--- config.mk ---
export PLATFORM = sky130hd
export DESIGN_NAME = emh_decode
export DESIGN_NICKNAME = d
export VERILOG_FILES = /design/src/emh_pkg.sv /design/src/emh_dec_if.sv /design/src/emh_decode.sv /design/src/emh_io_decode.sv
export SDC_FILE = /design/constraint.sdc
export NUM_CORES = 1
export LEC_CHECK = 0
export CELL_PAD_IN_SITES_DETAIL_PLACEMENT = 1
export CELL_PAD_IN_SITES_GLOBAL_PLACEMENT = 2
export CORE_MARGIN = 8
export CORE_UTILIZATION = 40
export DETAILED_ROUTE_END_ITERATION = 8
export DONT_BUFFER_PORTS = 1
export PLACE_DENSITY = 0.76
export SETUP_SLACK_MARGIN = 0.5
export SLEW_MARGIN = 15
export SYNTH_ARGS = -nofsm -noshare
export SYNTH_HDL_FRONTEND = slang
export SYNTH_HIERARCHICAL = 1
export SYNTH_SLANG_ARGS = --single-unit
--- constraint.sdc ---
create_clock -name clk -period 3.4 [get_ports clk]
set_input_delay 0 -clock clk [delete_from_list [all_inputs] [get_ports clk]]
set_output_delay 0 -clock clk [all_outputs]
set_load 0.03 [all_outputs]
--- src/emh_pkg.sv ---
// constants and register map for the enhanced mode host decoder
// Summary of operation
// - enhanced group locked until config bit 0
// - advanced functions run only while control bit 0
// - default ports at x2E8, x6E8, xAE8, xEE8
// - remap bit moves ports by XOR 3A0
// - setup port address never remapped
// - low ten address bits compared for the families
// - memory mapping enabled by either enable bit
// - A0000-A7FFF memory access is pixel transfer
// - A8xE8-ABxE8 writes reach command registers
// - read selector never reachable through memory
// - shared text goes to top 32K/64K
// - each interrupt source enabled independently
// - commands always posted, others by config bit 3
// - cursor shown only while cursor bit 0
// - external cursor mode feeds the DAC
// - linear window enabled by either bit 4
// - 64K window bank offset added when enabled
// - window bit selects linear or VGA mapping
// - legacy bit selects timing translation
// - palette lock blocks all DAC writes, legacy allows 64 entries
// - system groups unlock on 101xxxxx only
package emh_pkg;
	localparam int          IO_AW         = 16;
	localparam int          HA_W          = 32;
	localparam logic [15:0] IO_SUBSYS     = 16'h42e8;
	localparam logic [15:0] IO_SETUP      = 16'h46e8;
	localparam logic [15:0] IO_AFC        = 16'h4ae8;
	localparam logic [15:0] IO_STATUS     = 16'h9ae8;
	localparam logic [15:0] IO_MFC        = 16'hbee8;
	localparam logic [15:0] IO_PIX_LO     = 16'he2e8;
	localparam logic [15:0] IO_PIX_HI     = 16'he2ea;
	localparam logic [15:0] IO_CRTC_IX    = 16'h03d4;
	localparam logic [15:0] IO_CRTC_DAT   = 16'h03d5;
	localparam logic [15:0] IO_REMAP_XOR  = 16'h03a0;
	localparam logic [9:0]  ENH_LOW       = 10'h2e8;
	localparam logic [3:0]  MFC_RDSEL     = 4'hf;
	localparam logic [7:0]  IX_MEMCFG     = 8'h31;
	localparam logic [7:0]  IX_COMPAT1    = 8'h32;
	localparam logic [7:0]  IX_COMPAT2    = 8'h33;
	localparam logic [7:0]  IX_CRTLOCK    = 8'h35;
	localparam logic [7:0]  IX_LOCK1      = 8'h38;
	localparam logic [7:0]  IX_LOCK2      = 8'h39;
	localparam logic [7:0]  IX_MISC1      = 8'h3a;
	localparam logic [7:0]  IX_SYSCFG     = 8'h40;
	localparam logic [7:0]  IX_EXTMODE    = 8'h43;
	localparam logic [7:0]  IX_CURSOR     = 8'h45;
	localparam logic [7:0]  IX_EXTSYS2    = 8'h51;
	localparam logic [7:0]  IX_EXTMEM     = 8'h53;
	localparam logic [7:0]  IX_DACCTL     = 8'h55;
	localparam logic [7:0]  IX_LINCTL     = 8'h58;
	localparam logic [7:0]  IX_LINPOSH    = 8'h59;
	localparam logic [7:0]  IX_LINPOSL    = 8'h5a;
	localparam logic [7:0]  IX_VGAX_LO    = 8'h30;
	localparam logic [7:0]  IX_SYS_LO     = 8'h40;
	localparam logic [7:0]  LOCK1_MASK    = 8'hcc;
	localparam logic [7:0]  LOCK1_KEY     = 8'h48;
	localparam logic [7:0]  LOCK2_MASK    = 8'he0;
	localparam logic [7:0]  LOCK2_KEY     = 8'ha0;
	localparam logic [7:0]  LEGACY_DAC    = 8'h40;
	localparam logic [7:0]  RST_REG       = 8'h00;
	localparam logic [16:0] MEM_PIX_SEG   = 17'h0_0014;
	localparam logic [16:0] MEM_CMD_SEG   = 17'h0_0015;
	localparam logic [15:0] MEM_A_SEG     = 16'h000a;
	localparam logic [15:0] MEM_B_SEG     = 16'h000b;
	localparam logic [3:0]  CMD_NIB_LO    = 4'h8;
	localparam logic [3:0]  CMD_NIB_HI    = 4'hb;
	localparam logic [7:0]  CMD_LOW       = 8'he8;
	localparam int          B_ENH_UNLOCK  = 0;
	localparam int          B_POST        = 3;
	localparam int          B_REMAP       = 4;
	localparam int          B_TEXT        = 3;
	localparam int          B_MMIO_EXT    = 4;
	localparam int          B_AFC_EN      = 0;
	localparam int          B_AFC_LIN     = 4;
	localparam int          B_AFC_MMIO    = 5;
	localparam int          B_CUR_EN      = 0;
	localparam int          B_CUR_EXT     = 5;
	localparam int          B_LIN_EN      = 4;
	localparam int          B_WIN64       = 3;
	localparam int          B_BANK_ADD    = 0;
	localparam int          B_LEGACY      = 3;
	localparam int          B_PAL_LOCK    = 4;
	localparam int          B_BUSY        = 9;
	localparam int          B_TEXT_SEL    = 13;
	localparam int          B_SETUP_EN    = 3;
	localparam int          INT_ENA_LSB   = 8;
endpackage
--- src/emh_dec_if.sv ---
// interface between the top and its port address decoder
`timescale 1ns/1ps
`default_nettype none
interface emh_dec_if;
	logic [15:0] ioAddr;
	logic        remap;
	logic [15:0] canon;
	logic        enhHit;
	logic        setupHit;
	logic        crtcIxHit;
	logic        crtcDatHit;
	modport dec (input ioAddr, remap, output canon, enhHit, setupHit, crtcIxHit, crtcDatHit);
	modport top (output ioAddr, remap, input canon, enhHit, setupHit, crtcIxHit, crtcDatHit);
endinterface
`default_nettype wire

--- src/emh_decode.sv ---
// enhanced mode host decode: ports, mode bits and memory steering
`timescale 1ns/1ps
`default_nettype none
module emh_decode #(
	parameter int MEM_AW  = 22, // display memory address width
	parameter int INT_SRC = 4   // interrupt sources
) (
	input  wire logic                         clk,         // bus clock
	input  wire logic                         resetn,      // async reset, low
	input  wire logic                         ioWr,        // port write
	input  wire logic                         ioRd,        // port read
	input  wire logic [emh_pkg::IO_AW-1:0]    ioAddr,      // port address
	input  wire logic [15:0]                  ioWdata,     // port write data
	input  wire logic                         memWr,       // memory write
	input  wire logic                         memRd,       // memory read
	input  wire logic [emh_pkg::HA_W-1:0]     memAddr,     // host memory address
	input  wire logic [15:0]                  memWdata,    // memory write data
	input  wire logic                         engineBusy,  // drawing engine busy
	input  wire logic [15:0]                  engineRdata, // engine read data
	input  wire logic                         dacWrReq,    // palette write request
	input  wire logic [7:0]                   dacWrIdx,    // palette entry
	output logic                              rdValid,     // read answer
	output logic [15:0]                       rdData,      // read data
	output logic                              enhWr,       // command write
	output logic                              enhRd,       // engine read
	output logic [15:0]                       enhAddr,     // canonical port
	output logic [15:0]                       enhData,     // command data
	output logic                              enhMem,      // came by memory
	output logic                              dispWr,      // display write
	output logic                              dispRd,      // display read
	output logic [MEM_AW-1:0]                 dispAddr,    // display address
	output logic [15:0]                       dispData,    // display data
	output logic                              dispVgaMap,  // VGA mapping applies
	output logic                              wrPosted,    // write is posted
	output logic                              advFuncEn,   // advanced display on
	output logic                              cursorEn,    // cursor shown
	output logic                              cursorExt,   // external cursor
	output logic                              crtTranslate,// legacy emulation
	output logic                              dacWrGrant,  // palette write allowed
	output logic [INT_SRC-1:0]                intEnable,   // interrupt enables
	output logic                              subsysEn     // video subsystem on
);
	import emh_pkg::*;

	if (MEM_AW < 18 || MEM_AW > 22) begin : g_chkAw
		$error("MEM_AW must lie between 18 and 22");
	end
	if (INT_SRC < 1 || INT_SRC > 8) begin : g_chkInt
		$error("INT_SRC must lie between 1 and 8");
	end

	typedef struct packed {
		logic [7:0]         crtcIx;
		logic [7:0]         lock1;
		logic [7:0]         lock2;
		logic [7:0]         memCfg;
		logic [7:0]         compat1;
		logic [7:0]         compat2;
		logic [7:0]         crtLock;
		logic [7:0]         misc1;
		logic [7:0]         sysCfg;
		logic [7:0]         extMode;
		logic [7:0]         curMode;
		logic [7:0]         extSys2;
		logic [7:0]         extMem;
		logic [7:0]         dacCtl;
		logic [7:0]         linCtl;
		logic [7:0]         linPosH;
		logic [7:0]         linPosL;
		logic [7:0]         setup;
		logic [15:0]        afc;
		logic [INT_SRC-1:0] intEna;
		logic               rdValid;
		logic [15:0]        rdData;
		logic               engPend;
		logic               enhWr;
		logic               enhRd;
		logic               enhMem;
		logic [15:0]        enhAddr;
		logic [15:0]        enhData;
		logic               dispWr;
		logic               dispRd;
		logic               dispVga;
		logic [MEM_AW-1:0]  dispAddr;
		logic [15:0]        dispData;
		logic               wrPosted;
		logic               dacGrant;
	} emh_state_t;

	emh_state_t        st;
	emh_state_t        next_st;
	emh_dec_if         dio ();
	logic              sysOpen;
	logic              vgaxOpen;
	logic              enhOpen;
	logic              mmioOn;
	logic              linOn;
	logic              pixHit;
	logic              cmdSeg;
	logic              cmdHit;
	logic              rdSelHit;
	logic              linHit;
	logic              winHit;
	logic              textHit;
	logic              regOpen;
	logic [7:0]        crtcVal;
	logic [15:0]       linPos;
	logic [21:0]       bankAddr;
	logic              claim;
	logic              claimVga;
	logic [MEM_AW-1:0] claimAddr;

	assign dio.ioAddr = ioAddr;
	assign dio.remap = st.extMode[B_REMAP];

	emh_io_decode u_dec (
		.d (dio)
	);

	// significant bits only; any other value relocks at once
	assign sysOpen = (st.lock2 & LOCK2_MASK) == LOCK2_KEY;
	assign vgaxOpen = (st.lock1 & LOCK1_MASK) == LOCK1_KEY;
	assign enhOpen = st.sysCfg[B_ENH_UNLOCK];
	// gated by the unlock, since mapped ports are still the same group
	assign mmioOn = enhOpen && (st.extMem[B_MMIO_EXT] || st.afc[B_AFC_MMIO]);
	assign linOn = st.linCtl[B_LIN_EN] || st.afc[B_AFC_LIN];
	assign linPos = {st.linPosH, st.linPosL};
	assign pixHit = memAddr[31:15] == MEM_PIX_SEG;
	assign cmdSeg = memAddr[31:15] == MEM_CMD_SEG;
	assign cmdHit = cmdSeg && memAddr[15:12] >= CMD_NIB_LO && memAddr[15:12] <= CMD_NIB_HI
		&& memAddr[7:0] == CMD_LOW;
	assign rdSelHit = memAddr[15:0] == IO_MFC && memWdata[15:12] == MFC_RDSEL;
	assign linHit = linOn && memAddr[HA_W-1:MEM_AW] == linPos[15:MEM_AW-16];
	assign winHit = memAddr[31:16] == MEM_A_SEG;
	assign textHit = memAddr[31:16] == MEM_B_SEG;
	assign bankAddr = {st.extSys2[3:2], st.crtLock[3:0], memAddr[15:0]};

	// the lock registers stay reachable so software can open the groups
	always_comb begin
		if (st.crtcIx == IX_LOCK1 || st.crtcIx == IX_LOCK2) begin
			regOpen = 1'b1;
		end else if (st.crtcIx >= IX_SYS_LO) begin
			regOpen = sysOpen;
		end else if (st.crtcIx >= IX_VGAX_LO) begin
			regOpen = vgaxOpen;
		end else begin
			regOpen = 1'b0;
		end
	end

	always_comb begin
		case (st.crtcIx)
			IX_MEMCFG:  crtcVal = st.memCfg;
			IX_COMPAT1: crtcVal = st.compat1;
			IX_COMPAT2: crtcVal = st.compat2;
			IX_CRTLOCK: crtcVal = st.crtLock;
			IX_LOCK1:   crtcVal = st.lock1;
			IX_LOCK2:   crtcVal = st.lock2;
			IX_MISC1:   crtcVal = st.misc1;
			IX_SYSCFG:  crtcVal = st.sysCfg;
			IX_EXTMODE: crtcVal = st.extMode;
			IX_CURSOR:  crtcVal = st.curMode;
			IX_EXTSYS2: crtcVal = st.extSys2;
			IX_EXTMEM:  crtcVal = st.extMem;
			IX_DACCTL:  crtcVal = st.dacCtl;
			IX_LINCTL:  crtcVal = st.linCtl;
			IX_LINPOSH: crtcVal = st.linPosH;
			IX_LINPOSL: crtcVal = st.linPosL;
			default:    crtcVal = RST_REG;
		endcase
	end

	// memory steering; mapped ports win over the linear window
	always_comb begin
		claim = 1'b0;
		claimVga = 1'b0;
		claimAddr = '0;
		if (mmioOn && (pixHit || cmdSeg)) begin
			claim = 1'b0;
		end else if (linHit) begin
			claim = 1'b1;
			claimAddr = memAddr[MEM_AW-1:0];
		end else if (textHit && st.misc1[B_TEXT]) begin
			claim = 1'b1;
			if (memAddr[B_TEXT_SEL]) begin
				claimAddr = {{(MEM_AW-16){1'b1}}, memAddr[15:0]};
			end else begin
				claimAddr = {{(MEM_AW-15){1'b1}}, memAddr[14:0]};
			end
		end else if (winHit && st.memCfg[B_WIN64]) begin
			claim = 1'b1;
			if (st.memCfg[B_BANK_ADD]) begin
				claimAddr = bankAddr[MEM_AW-1:0];
			end else begin
				claimAddr = {{(MEM_AW-16){1'b0}}, memAddr[15:0]};
			end
		end else if (winHit || textHit) begin
			claim = 1'b1;
			claimVga = 1'b1;
			claimAddr = {{(MEM_AW-17){1'b0}}, memAddr[16:0]};
		end
	end

	always_comb begin
		next_st = st;
		next_st.rdValid = 1'b0;
		next_st.engPend = 1'b0;
		next_st.enhWr = 1'b0;
		next_st.enhRd = 1'b0;
		next_st.dispWr = 1'b0;
		next_st.dispRd = 1'b0;
		next_st.wrPosted = 1'b0;
		// legacy modes only own the first 64 entries
		next_st.dacGrant = dacWrReq && !st.compat2[B_PAL_LOCK]
			&& (!st.compat1[B_LEGACY] || dacWrIdx < LEGACY_DAC);
		if (st.engPend) begin
			next_st.rdValid = 1'b1;
			next_st.rdData = engineRdata;
		end
		if (ioWr) begin
			if (dio.crtcIxHit) begin
				next_st.crtcIx = ioWdata[7:0];
			end else if (dio.crtcDatHit && regOpen) begin
				case (st.crtcIx)
					IX_MEMCFG:  next_st.memCfg = ioWdata[7:0];
					IX_COMPAT1: next_st.compat1 = ioWdata[7:0];
					IX_COMPAT2: next_st.compat2 = ioWdata[7:0];
					IX_CRTLOCK: next_st.crtLock = ioWdata[7:0];
					IX_LOCK1:   next_st.lock1 = ioWdata[7:0];
					IX_LOCK2:   next_st.lock2 = ioWdata[7:0];
					IX_MISC1:   next_st.misc1 = ioWdata[7:0];
					IX_SYSCFG:  next_st.sysCfg = ioWdata[7:0];
					IX_EXTMODE: next_st.extMode = ioWdata[7:0];
					IX_CURSOR:  next_st.curMode = ioWdata[7:0];
					IX_EXTSYS2: next_st.extSys2 = ioWdata[7:0];
					IX_EXTMEM:  next_st.extMem = ioWdata[7:0];
					IX_DACCTL:  next_st.dacCtl = ioWdata[7:0];
					IX_LINCTL:  next_st.linCtl = ioWdata[7:0];
					IX_LINPOSH: next_st.linPosH = ioWdata[7:0];
					IX_LINPOSL: next_st.linPosL = ioWdata[7:0];
					default:    next_st.crtcIx = st.crtcIx;
				endcase
			end else if (dio.setupHit) begin
				next_st.setup = ioWdata[7:0];
			end else if (dio.enhHit && enhOpen) begin
				next_st.enhWr = 1'b1;
				next_st.enhMem = 1'b0;
				next_st.enhAddr = dio.canon;
				next_st.enhData = ioWdata;
				next_st.wrPosted = 1'b1;
				if (dio.canon == IO_AFC) begin
					next_st.afc = ioWdata;
				end
				if (dio.canon == IO_SUBSYS) begin
					next_st.intEna = ioWdata[INT_ENA_LSB +: INT_SRC];
				end
			end
		end else if (ioRd) begin
			next_st.rdValid = 1'b1;
			next_st.rdData = '0;
			if (dio.crtcIxHit) begin
				next_st.rdData[7:0] = st.crtcIx;
			end else if (dio.crtcDatHit) begin
				next_st.rdData[7:0] = regOpen ? crtcVal : RST_REG;
			end else if (dio.setupHit) begin
				next_st.rdData[7:0] = st.setup;
			end else if (dio.enhHit && enhOpen && dio.canon == IO_AFC) begin
				next_st.rdData = st.afc;
			end else if (dio.enhHit && enhOpen && dio.canon == IO_STATUS) begin
				next_st.rdData[B_BUSY] = engineBusy;
			end else if (dio.enhHit && enhOpen) begin
				// engine answers one cycle after the strobe
				next_st.rdValid = 1'b0;
				next_st.enhRd = 1'b1;
				next_st.enhMem = 1'b0;
				next_st.enhAddr = dio.canon;
				next_st.engPend = 1'b1;
			end else begin
				next_st.rdValid = 1'b0;
			end
		end
		if (memWr || memRd) begin
			if (mmioOn && pixHit) begin
				next_st.enhMem = 1'b1;
				next_st.enhAddr = memAddr[1] ? IO_PIX_HI : IO_PIX_LO;
				next_st.enhData = memWdata;
				next_st.enhWr = memWr;
				next_st.wrPosted = memWr;
				next_st.enhRd = memRd;
				next_st.engPend = memRd;
			end else if (mmioOn && cmdSeg) begin
				// write only; reads and the read selector are dropped
				if (memWr && cmdHit && !rdSelHit) begin
					next_st.enhWr = 1'b1;
					next_st.enhMem = 1'b1;
					next_st.enhAddr = memAddr[15:0];
					next_st.enhData = memWdata;
					next_st.wrPosted = 1'b1;
				end
			end else if (claim) begin
				next_st.dispWr = memWr;
				next_st.dispRd = memRd;
				next_st.dispAddr = claimAddr;
				next_st.dispVga = claimVga;
				next_st.dispData = memWdata;
				next_st.wrPosted = memWr && st.sysCfg[B_POST];
			end
		end
	end

	always_ff @(posedge clk or negedge resetn) begin
		if (!resetn) begin
			st <= '0;
		end else begin
			st <= next_st;
		end
	end

	assign rdValid = st.rdValid;
	assign rdData = st.rdData;
	assign enhWr = st.enhWr;
	assign enhRd = st.enhRd;
	assign enhAddr = st.enhAddr;
	assign enhData = st.enhData;
	assign enhMem = st.enhMem;
	assign dispWr = st.dispWr;
	assign dispRd = st.dispRd;
	assign dispAddr = st.dispAddr;
	assign dispData = st.dispData;
	assign dispVgaMap = st.dispVga;
	assign wrPosted = st.wrPosted;
	assign advFuncEn = st.afc[B_AFC_EN];
	assign cursorEn = st.curMode[B_CUR_EN];
	assign cursorExt = st.dacCtl[B_CUR_EXT];
	assign crtTranslate = st.compat1[B_LEGACY];
	assign dacWrGrant = st.dacGrant;
	assign intEnable = st.intEna;
	assign subsysEn = st.setup[B_SETUP_EN];
endmodule
`default_nettype wire

--- src/emh_io_decode.sv ---
// port decoder for the enhanced register families, matching their low ten bits
`timescale 1ns/1ps
`default_nettype none
module emh_io_decode (
	emh_dec_if.dec d // decoder side
);
	import emh_pkg::*;
	logic [15:0] canon;

	// undo the remap so one compare serves both maps
	assign canon = d.remap ? (d.ioAddr ^ IO_REMAP_XOR) : d.ioAddr;
	assign d.canon = canon;
	// setup port is outside the families and never moves
	assign d.setupHit = (d.ioAddr == IO_SETUP);
	// when remapped the default ports no longer land on ENH_LOW
	assign d.enhHit = (canon[9:0] == ENH_LOW) && (canon != IO_SETUP);
	assign d.crtcIxHit = (d.ioAddr == IO_CRTC_IX);
	assign d.crtcDatHit = (d.ioAddr == IO_CRTC_DAT);
endmodule
`default_nettype wire

# --- Word-level counts from Yosys, hierarchy flattened ---
# Index checks and enable logic that the tools add are counted.
totals:
  reg_bits: 260
  output_inout_bits: 104
classes:
  n_eq_ne: 34
  magnitude_cmp: 5
  n_mux: 77
  bitwise_logic: 6
  n_reduce_logical: 52
op_table:
  columns: ["cell", "n"]
  rows:
  - ["$mux 33", 7]
  - ["$mux 18", 9]
  - ["$pmux 8 s16", 1]
  - ["$mux 22", 5]
  - ["$mux 41", 2]
  - ["$mux 78", 1]
  - ["$eq 8x7->1 const B", 9]
  - ["$reduce_and 4->1", 18]
  - ["$eq 8x6->1 const B", 7]
  - ["$mux 17", 3]
  - ["$eq 16x15->1 const B", 3]
  - ["$mux 42", 1]
  - ["$mux 8", 5]
  - ["$mux 9", 4]
  - ["$eq 17x5->1 const B", 2]
  - ["$mux 1", 34]
  - ["$eq 16x10->1 const B", 2]
  - ["$eq 16x16->1 const B", 2]
  - ["$eq 16x4->1 const B", 2]
  - ["$mux 16", 2]
  - ["$logic_and 1x1->1", 21]
  - ["$ne 16x15->1 const B", 1]
  - ["$reduce_and 6->1", 2]
  - ["$eq 10x10->1", 1]
  - ["other kinds (18)", 30]

# --- Depth between registers and ports, before layout ---
# Gate-level depths: netlist of the first run.
logic_depth:
  word_depth: 17
  mapped_depth: 12
  mapped_depth_nobuf: 9

# --- Modules after synthesis ---
# The synthesis of the first run kept the hierarchy.
modules_own_cells:
  columns: ["module", "seq_area_each_um2", "instances", "area_each_um2", "cells_per_inst"]
  rows:
  - ["emh_decode", 6481.2, 1, 13228.9, 1127]
  - ["emh_io_decode", 0.0, 1, 226.5, 30]

# --- Worst setup path after synthesis of the first run ---
# OpenSTA, ideal clock, no wires.
synth_path:
  path_kind: "register to register"
  start: "register st, in the netlist dio.remap"
  end: "register st[108] (netlist bit)"
  period_less_slack_ps: 2699
  path_stages_with_launch: 12
  setup_slack_ps: 701
  arrival_ps: 2574
  n_path_buf: 2
  path_cell_list: "dfrtp_1 xor2_1 nand4b_1 nor3b_1 nand2_1 a2111oi_2 nand2_1 nor2_1 and2_1 buf_2 buf_4 mux2_2"
synth_via:
  elab_chain_len: 5
  word_cells_on_any_way: 7
synth_lines:
  columns: ["element", "line_no", "text"]
  rows:
  - ["start: declaration", "emh_decode.sv:90", "emh_state_t st;"]
  - ["start signal: assignment", "emh_decode.sv:315", "st <= next_st;"]
  - ["$mux 10 *", "emh_io_decode.sv:11", "assign canon = d.remap ? (d.ioAddr ^ IO_REMAP_XOR) : d.ioAddr;"]
  - ["named net dio.canon[5]", "emh_dec_if.sv:7", "logic [15:0] canon;"]
  - ["$ne 16x15->1 or $eq 10x10->1 (tied branches)", "emh_io_decode.sv:16", "assign d.enhHit = (canon[9:0] == ENH_LOW) && (canon != IO_SETUP);"]
  - ["$logic_and 1x1->1 *", "emh_io_decode.sv:16", null]
  - ["named net dio.enhHit", "emh_dec_if.sv:8", "logic enhHit;"]
  - ["$logic_and 1x1->1 *", "emh_decode.sv:245", "end else if (dio.enhHit && enhOpen) begin"]
  - ["$reduce_and 6->1 (no source line) *", null, null]
# Mark *: on every way through the listed nets, which the timed path passes. The rest lies on a longest branch.
# A chain may end at the register's enable or synchronous reset.

# --- Worst setup path in the final report of the first run ---
layout_path:
  start: "register st, in the netlist dio.remap"
  end: "register st[78] (netlist bit)"
layout_via:
  elab_chain_len: 14
  word_cells_on_any_way: 19
layout_lines:
  columns: ["element", "line_no", "text"]
  rows:
  - ["$mux 10 *", "emh_io_decode.sv:11", null]
  - ["named net dio.canon[9]", "emh_dec_if.sv:7", null]
  - ["$ne 16x15->1 or $eq 10x10->1 (tied branches)", "emh_io_decode.sv:16", null]
  - ["$logic_and 1x1->1", "emh_io_decode.sv:16", null]
  - ["$logic_and 1x1->1", "emh_decode.sv:267, emh_decode.sv:269, emh_decode.sv:271", null]
  - ["$mux 1 or $logic_and 1x1->1 (tied branches)", "emh_decode.sv:271, emh_decode.sv:269", null]
  - ["$mux 1", "emh_decode.sv:269", "end else if (dio.enhHit && enhOpen && dio.canon == IO_STATUS) begin"]
  - ["$mux 1 *", "emh_decode.sv:267", "end else if (dio.enhHit && enhOpen && dio.canon == IO_AFC) begin"]
  - ["$mux 1 *", "emh_decode.sv:265", "end else if (dio.setupHit) begin"]
  - ["$mux 1 *", "emh_decode.sv:263", "end else if (dio.crtcDatHit) begin"]
  - ["$mux 1 *", "emh_decode.sv:261", "if (dio.crtcIxHit) begin"]
  - ["$mux 18 *", "emh_decode.sv:258", "end else if (ioRd) begin"]
  - ["$mux 18 *", "emh_decode.sv:220", "if (ioWr) begin"]
  - ["$mux 1", "emh_decode.sv:283", "if (mmioOn && pixHit) begin"]
  - ["$mux 78 *", "emh_decode.sv:282", "if (memWr || memRd) begin"]
# Marks and branches as above.

==> load_flow_metrics.sql, run 1 <==
INSERT INTO impl_metrics (metric_group, metric, value, unit) VALUES
('timing', 'holdWs', '-868', 'ps'),
('critical_path', 'worst-endpoint-required', '3850', 'ps'),
('power_and_ir_drop', 'powerDensity', '431', 'mW/mm²'),
('cts', 'cts.clk_slew.worst_paths', '60', 'ps'),
('cts', 'cts_tree', 'done', ''),
('yosys', 'synthesis.instances', '1157', ''),
('yosys', 'async_flop_share', '1.00', ''),
('critical_path', 'crit_path_max_fanout', '6', ''),
('cells_and_area', 'final_layout_size_suffix_gt1_frac', '0.294', ''),
('die', 'floorplan.die_area', '0.0398', 'mm²'),
('global_routing', 'grt_overflow_total', '0', ''),
('cts', 'cts.sinks', '259', ''),
('global_routing', 'pin_count_of_the_biggest_net_entering_global_routing', '260', ''),
('timing', 'setup-tns-final', '0', 'ps'),
('route', 'drtIter0Drc', '529', ''),
('yosys', 'number_of_warning_messages_in_the_yosys_log', '6', ''),
('timing', 'rel_slew_slack', '0.237', ''),
('global_routing', 'grt_first_pass_wirelength', '68500', 'µm'),
('timing', 'post-route-min-period', '2820', 'ps'),
('yosys', 'yosys-top-cells-area', 'sky130_fd_sc_hd__dfrtp_1 48%, sky130_fd_sc_hd__mux2_2 18%, sky130_fd_sc_hd__buf_4 5.9%', ''),
('timing', 'timing.final.max_slew_violations', '0', ''),
('timing', 'grt_setup_unrepaired', 'no', ''),
('critical_path', 'crit_arrival', '3270', 'ps'),
('timing', 'clock_skew', '27.7', 'ps'),
('global_routing', 'first_global_vias', '10515', ''),
('placed_design', 'placed_instance_area', '0.0134', 'mm²'),
('route', 'routed_wire_length_per_instance', '27.8', 'µm'),
('yosys', 'syn_area', '0.0135', 'mm²'),
('cts', 'ctsHtreeMaxLevel', '1', ''),
('timing', 'timing_worst_slew_pin_value', '1140', 'ps'),
('cells_and_area', 'nets', '1286', ''),
('global_routing', 'initial_antenna_violation_count', '2', ''),
('die', 'fp.dieW', '199', 'µm'),
('placed_design', 'number_of_input_and_output_port_buffers_inserted', '0', ''),
('yosys', 'yosys.cell_types.count', '74', ''),
('cts', 'holdBufCountCts', '99', ''),
('cells_and_area', 'syn2layout_area_growth', '15.4', '%'),
('global_routing', 'track_usage', '0.226', ''),
('route', 'dr.pass1.iters', '5', ''),
('critical_path', 'critical_path_launch_point_type', 'register', ''),
('run_status', 'violations', 'negative hold slack', ''),
('cts', 'cts_buffer_count', '29', ''),
('yosys', 'synth_enable_flop_cells', '0', ''),
('critical_path', 'critical_path_buf_inv_count', '1', ''),
('yosys', 'synth-seq-cells', '259', ''),
('cells_and_area', 'fin_area', '0.0155', 'mm²'),
('timing', 'tcrit_tclk_final', '0.830', ''),
('die', 'row_count', '67', ''),
('yosys', 'number_of_nets_produced_by_synthesis', '1269', ''),
('run_status', 'status', 'complete, but fails checks', ''),
('run', 'cap_viol_max_count', '0', ''),
('timing', 'report.final.hold_viol_count', '259', ''),
('route', 'routed_wl', '45800', 'µm'),
('route', 'drt_drc_violations_left', '0', ''),
('yosys', 'synthesis.area_per_instance', '11.6', 'µm²'),
('critical_path', 'cp_cell_sequence', 'xor2_1 -> or4bb_1 -> nor4_4 -> a211o_1 -> a21oi_1 -> a21o_1 -> dlygate4sd3_1', ''),
('die', 'starting_density_of_the_core', '0.403', ''),
('die', 'dieHeight', '199', 'µm'),
('critical_path', 'crit_path_top_delay_cell', 'sky130_fd_sc_hd__or4bb_1', ''),
('yosys', 'synth.top_cell.area_share', '0.482', ''),
('timing', 'max_freq', '0.354', 'GHz'),
('timing', 'setup_viol', '0', ''),
('cts', 'cts_max_path_buffers', '3', ''),
('critical_path', 'crit_path_max_incr_delay', '590', 'ps'),
('critical_path', 'worst-setup-path-type', 'register to register', ''),
('critical_path', 'crit_end_element', 'register', ''),
('cts', 'cts_root_buffer', 'sky130_fd_sc_hd__clkbuf_16', ''),
('placed_design', 'detailed_place_hpwl', '30000', 'µm'),
('route', 'dr_total_vias', '9687', ''),
('route', 'vias_per_cell', '5.89', ''),
('placed_design', 'place.gp.congestion', '0.860', ''),
('yosys', 'ys.flop_type', 'sky130_fd_sc_hd__dfrtp_1', ''),
('die', 'core', '0.0334', 'mm²'),
('die', 'boundaryPins', '216', ''),
('power_and_ir_drop', 'power.total', '0.00669', 'W'),
('route', 'route.antenna.remaining_nets', '0', ''),
('min_path', 'hold_path_class', 'input port to asynchronous set/reset pin', ''),
('yosys', 'synth_top_area_cell', 'sky130_fd_sc_hd__dfrtp_1', ''),
('cts', 'clock_insertion_delay_worst_skew', '560', 'ps'),
('critical_path', 'critPathTopFamily', 'simple AND/OR/NAND/NOR gates', ''),
('yosys', 'ys_seq_area_frac', '0.482', ''),
('power_and_ir_drop', 'static_leak', '7.12', 'nW'),
('power_and_ir_drop', 'max-vdd-ir-drop', '0.392', 'mV');
==> state kept, by name (all words and copies together), names as in the netlist, 4 cells and up <==
register	flops
enhData	16
linPos	16
dispAddr	22
rdData	16
intEnable	4
enhAddr	16
dispData	16
st	132
bankAddr	6
==> power breakdown <==
part	internal, W	switching, W
Combinational	0.000109	0.000132
Sequential	0.00310	0.0000401
Clock	0.00203	0.00129
Total	0.00523	0.00146
==> through the flow <==
step,util,instances,setup WS [ps]
2_1_floorplan,-,1157,701
3_3_place_gp,0.402,1487,520
3_5_place_dp,0.402,1487,469
4_1_cts,0.462,1638,527
5_1_grt,0.465,1644,459
6_report,0.465,1645,577
==> area by class of cell <==
cell class | count | area, µm²
tap | 448 | 561
clock buffer | 40 | 807
fill | 3541 | 17800
sequential | 259 | 6480
multi-input combinational | 722 | 5970
inverter | 9 | 33.8
timing repair buffer | 153 | 1480
clock inverter | 12 | 189
antenna | 2 | 5.00
==> cells by family (layout without fill, tap and decap cells) <==
logic type,after synthesis,count (layout),synth area share
flops,259,259,0.482
buf+inv,176,214,0.0805
other cells,0,2,0
mux,258,258,0.212
xor+xnor,14,14,0.00911
compound gates,187,187,0.0981
simple gates,263,263,0.119
==> layout by cell type, fill, tap and decap left out, types with 9 or more instances in the layout <==
cell type                       netlist  routed
sky130_fd_sc_hd__dfrtp_1            259     256
sky130_fd_sc_hd__mux2_2             210     210
sky130_fd_sc_hd__dlygate4sd3_1        0      99
sky130_fd_sc_hd__nand2_1             86      84
sky130_fd_sc_hd__mux2i_1             47      47
sky130_fd_sc_hd__buf_4              105      47
sky130_fd_sc_hd__a21oi_1             38      38
sky130_fd_sc_hd__o21ai_0             36      36
sky130_fd_sc_hd__clkbuf_16            0      29
sky130_fd_sc_hd__a22oi_1             27      27
sky130_fd_sc_hd__nor2_1              24      24
sky130_fd_sc_hd__nor3_1              24      23
sky130_fd_sc_hd__nor2b_1             18      18
sky130_fd_sc_hd__nand3_1             16      16
sky130_fd_sc_hd__a22o_1              14      14
sky130_fd_sc_hd__nand2b_1            11      11
sky130_fd_sc_hd__xor2_1              11      10
sky130_fd_sc_hd__inv_1                9       9
==> final timing paths <==
path / cells past startpoint / slack (ps) / to / start
worst max register to register: 7 / 580 / st[78]$_DFF_PN0_ / dio.remap$_DFFE_PN0P_
worst min register to register: 2 / 490 / rdData[8]$_DFF_PN0_ / st[108]$_DFFE_PN0P_
min in group clk: 2 / 40 / st[120]$_DFFE_PN0P_ / ioWr
max in group asynchronous: 0 / 3470 / st[256]$_DFFE_PN0P_ / resetn
worst min-delay path: 0 / -870 / rdData[10]$_DFF_PN0_ / resetn
worst max-delay path: 7 / 580 / st[78]$_DFF_PN0_ / dio.remap$_DFFE_PN0P_
==> what timing repair did <==
item,in CTS,in global routing
cloned,0,0
setup endpoints to repair,25,61
buffers inserted,0,5
pin swaps,0,4
resized for setup,2,11
hold endpoints to repair,518,259
==> cell usage after synthesis, drive strengths merged (14+ instances only) <==
cell type	n
buf	130
a22oi	27
nor3	28
clkbuf	37
nand2	87
mux2	211
dfrtp	259
o21ai	37
nor4	16
a21oi	38
nand3	16
nor2	27
a22o	14
mux2i	47
nor2b	18
==> layer usage <==
metal  wire (µm)  vias to the layer above  track usage
li1            -                     4170            -
met1       19100                     5098        0.293
met2       21900                      326        0.370
met3        3360                       91       0.0490
met4        1410                        2       0.0738
met5          13                        -            0
(Power assumes the default switching activity.)
==> inputs of run 2 (changes only) <==
--- a/config.mk
+++ b/config.mk
@@ -8,7 +8,7 @@
 export CELL_PAD_IN_SITES_DETAIL_PLACEMENT = 1
 export CELL_PAD_IN_SITES_GLOBAL_PLACEMENT = 2
 export CORE_MARGIN = 8
-export CORE_UTILIZATION = 40
+export CORE_UTILIZATION = 38
 export DETAILED_ROUTE_END_ITERATION = 8
 export DONT_BUFFER_PORTS = 1
 export PLACE_DENSITY = 0.76
==> constraint.sdc (replaced) <==
create_clock -name clk -period 2.4 [get_ports clk]
set_input_delay 0 -clock clk [delete_from_list [all_inputs] [get_ports clk]]
set_output_delay 0 -clock clk [all_outputs]
set_load 0.03 [all_outputs]
==> load_flow_metrics.sql, run 2 (same netlist as run 1, synthesis figures left out) <==
INSERT INTO impl_metrics (metric_group, metric, value, unit) VALUES
('critical_path', 'cp_cell_sequence', 'xor2_2 -> buf_4 -> nand4b_1 -> nor3b_2 -> buf_4 -> buf_4 -> nand3_1 -> a211o_1 -> and2_4 -> buf_12 -> buf_12 -> a21oi_2 -> a2bb2oi_1', ''),
('critical_path', 'critPathTopFamily', 'buffers and inverters', ''),
('cells_and_area', 'largest_register_ffs', '132', ''),
('critical_path', 'critical_path_launch_point_type', 'register', ''),
('critical_path', 'crit_top_cell', 'sky130_fd_sc_hd__buf_4', ''),
('cells_and_area', 'fill_cells', '3539', ''),
('cells_and_area', 'final_layout_size_suffix_gt1_frac', '0.454', ''),
('route', 'vias_per_cell', '5.84', ''),
('cells_and_area', 'layout.cells.most_common_list', '249 x sky130_fd_sc_hd__dfrtp_1, 158 x sky130_fd_sc_hd__buf_4, 137 x sky130_fd_sc_hd__mux2_4', ''),
('placed_design', 'number_of_input_and_output_port_buffers_inserted', '0', ''),
('timing', 'grt_setup_unrepaired', 'yes', ''),
('run_status', 'violations', 'negative hold slack, negative setup slack', ''),
('critical_path', 'worst-setup-path-type', 'register to register', ''),
('power_and_ir_drop', 'powerDensity', '532', 'mW/mm²'),
('cts', 'cts.clk_slew.worst_paths', '60', 'ps'),
('timing', 'timing.final.max_slew_violations', '0', ''),
('cts', 'clock_insertion_delay_worst_skew', '570', 'ps'),
('die', 'floorplan.die_area', '0.0417', 'mm²'),
('timing', 'max_freq', '0.382', 'GHz'),
('global_routing', 'initial_antenna_violation_count', '2', ''),
('cts', 'cts_buffer_count', '29', ''),
('cts', 'cts_tree', 'done', ''),
('die', 'boundaryPins', '216', ''),
('route', 'dr_total_vias', '10675', ''),
('cells_and_area', 'final_common_cell', 'sky130_fd_sc_hd__dfrtp_1', ''),
('placed_design', 'place.gp.congestion', '0.942', ''),
('power_and_ir_drop', 'static_leak', '8.48', 'nW'),
('cts', 'ctsHtreeMaxLevel', '1', ''),
('cts', 'cts_max_path_buffers', '3', ''),
('die', 'dieHeight', '204', 'µm'),
('timing', 'tcrit_tclk_final', '1.09', ''),
('cells_and_area', 'fin_area', '0.0185', 'mm²'),
('die', 'row_count', '69', ''),
('cts', 'cts_root_buffer', 'sky130_fd_sc_hd__clkbuf_16', ''),
('run', 'cap_viol_max_count', '0', ''),
('cells_and_area', 'final_cell_count_no_fill', '1829', ''),
('critical_path', 'crit_end_element', 'register', ''),
('timing', 'report.final.hold_viol_count', '259', ''),
('critical_path', 'critical_path_buf_inv_count', '5', ''),
('critical_path', 'crit_arrival', '3070', 'ps'),
('timing', 'setup_viol', '88', ''),
('global_routing', 'grt_overflow_total', '0', ''),
('die', 'starting_density_of_the_core', '0.382', ''),
('critical_path', 'r2r_slack', '-220', 'ps'),
('global_routing', 'first_global_vias', '11840', ''),
('timing', 'rel_slew_slack', '0.159', ''),
('cells_and_area', 'final_core_area_utilization', '0.526', ''),
('cts', 'cts.sinks', '259', ''),
('route', 'drt_drc_violations_left', '0', ''),
('cells_and_area', 'multi_input_comb_area', '0.00701', 'mm²'),
('run_status', 'status', 'complete, but fails checks', ''),
('placed_design', 'placed_instance_area', '0.0147', 'mm²'),
('die', 'core', '0.0352', 'mm²'),
('die', 'fp.dieW', '204', 'µm'),
('power_and_ir_drop', 'max-vdd-ir-drop', '0.541', 'mV'),
('route', 'route.antenna.remaining_nets', '0', ''),
('critical_path', 'crit_path_max_incr_delay', '470', 'ps'),
('route', 'drtIter0Drc', '792', ''),
('critical_path', 'r2r-start', 'dio.remap$_DFFE_PN0P_', ''),
('global_routing', 'grt_first_pass_wirelength', '79700', 'µm'),
('timing', 'holdWs', '-844', 'ps'),
('global_routing', 'pin_count_of_the_biggest_net_entering_global_routing', '260', ''),
('timing', 'clock_skew', '14.2', 'ps'),
('critical_path', 'worst-endpoint-required', '2850', 'ps'),
('critical_path', 'worst_r2r_path_depth', '13', ''),
('cells_and_area', 'nets', '1458', ''),
('timing', 'timing_worst_slew_pin_value', '1260', 'ps'),
('global_routing', 'track_usage', '0.248', ''),
('critical_path', 'reg2reg_to', 'enhAddr[1]$_DFF_PN0_', ''),
('cts', 'holdBufCountCts', '99', ''),
('route', 'dr.pass1.iters', '7', ''),
('route', 'routed_wl', '53700', 'µm'),
('critical_path', 'crit_path_max_fanout', '8', ''),
('placed_design', 'place_inst', '1619', ''),
('cells_and_area', 'syn2layout_area_growth', '37.6', '%'),
('timing', 'post-route-min-period', '2620', 'ps'),
('route', 'routed_wire_length_per_instance', '29.4', 'µm'),
('critical_path', 'crit_path_top_delay_cell', 'sky130_fd_sc_hd__dfrtp_2', ''),
('cells_and_area', 'area.sequential', '0.00649', 'mm²'),
('min_path', 'hold_path_class', 'input port to asynchronous set/reset pin', ''),
('cells_and_area', 'registers.top_by_ff_count', 'st', ''),
('placed_design', 'detailed_place_hpwl', '33000', 'µm'),
('timing', 'final.setup.worst_slack', '-219', 'ps');
run 2: cell count changes in the layout (fill, tap and decap cells not counted), sizes merged:
cell,change
clkbuf,-3
clkinvlp,+2
clkinv,-1
bufinv,+2
bufbuf,+1
buf,+176
dlygate4sd3,-5
diode,-1
run 2: timing repair:
action                                 CTS  global route
resized for setup                      205            96
endpoints found under the hold margin  517           259
buffers inserted                        43             7
pin swaps                               47            28
cloned                                   8             0
setup endpoints to repair              248           248
run 2: where the power goes:
| group | internal [W] | switching [W] | total [W] |
|---|---|---|---|
| logic | 0.000195 | 0.000215 | 0.000410 |
| clock network | 0.00308 | 0.00192 | 0.00500 |
| registers | 0.00438 | 0.0000608 | 0.00445 |
run 2: layer usage:
layer	up-vias	track usage	wire, µm
li1	4501	-	-
met1	5619	0.300	21000
met2	414	0.425	26600
met3	139	0.0577	3920
met4	2	0.0895	2230
met5	-	0	13
run 2: stage by stage:
stage	setup TNS [ps]	worst slack (ps)	total power (W)
finish	-9120	-219	0.00985
detailed placement	-10610	-240	0.00465
global placement	-4430	-160	0.00464
global route	-20820	-374	0.0101
floorplan	-1360	-35.6	0.00467
CTS	-7010	-183	0.00986
run 2: worst max path at each step:
stage / slack [ps] / from / to / depth (start not counted)
after floorplan: -40 / dio.remap$_DFFE_PN0P_ / st[108]$_DFFE_PN0P_ / 11
after global placement: -160 / st[255]$_DFFE_PN0P_ / rdData[0]$_DFF_PN0_ / 7
after detailed placement: -240 / dio.remap$_DFFE_PN0P_ / enhAddr[11]$_DFF_PN0_ / 9
after CTS: -180 / dio.remap$_DFFE_PN0P_ / st[110]$_DFFE_PN0P_ / 11
after global routing: -370 / dio.remap$_DFFE_PN0P_ / enhAddr[13]$_DFF_PN0_ / 13
final: -220 / dio.remap$_DFFE_PN0P_ / enhAddr[1]$_DFF_PN0_ / 13
run 2: cell type report:
cell class / instances / area share
clock inverters: 15 / 0.0140
diodes: 1 / 0.000135
repair buffers: 325 / 0.180
flip-flops and latches: 259 / 0.351
clock buffers: 37 / 0.0430
inverters: 9 / 0.00182
well taps: 461 / 0.0312
multi-input cells: 722 / 0.379
run 2: worst register-to-register path, cell delays in order (launching register included):
cell and delay (ps):
sky130_fd_sc_hd__dfrtp_2 470, sky130_fd_sc_hd__xor2_2 200, sky130_fd_sc_hd__buf_4 140, sky130_fd_sc_hd__nand4b_1 110, sky130_fd_sc_hd__nor3b_2 250, sky130_fd_sc_hd__buf_4 140
sky130_fd_sc_hd__buf_4 100, sky130_fd_sc_hd__nand3_1 110, sky130_fd_sc_hd__a211o_1 280, sky130_fd_sc_hd__and2_4 180, sky130_fd_sc_hd__buf_12 150, sky130_fd_sc_hd__buf_12 150
sky130_fd_sc_hd__a21oi_2 130, sky130_fd_sc_hd__a2bb2oi_1 90
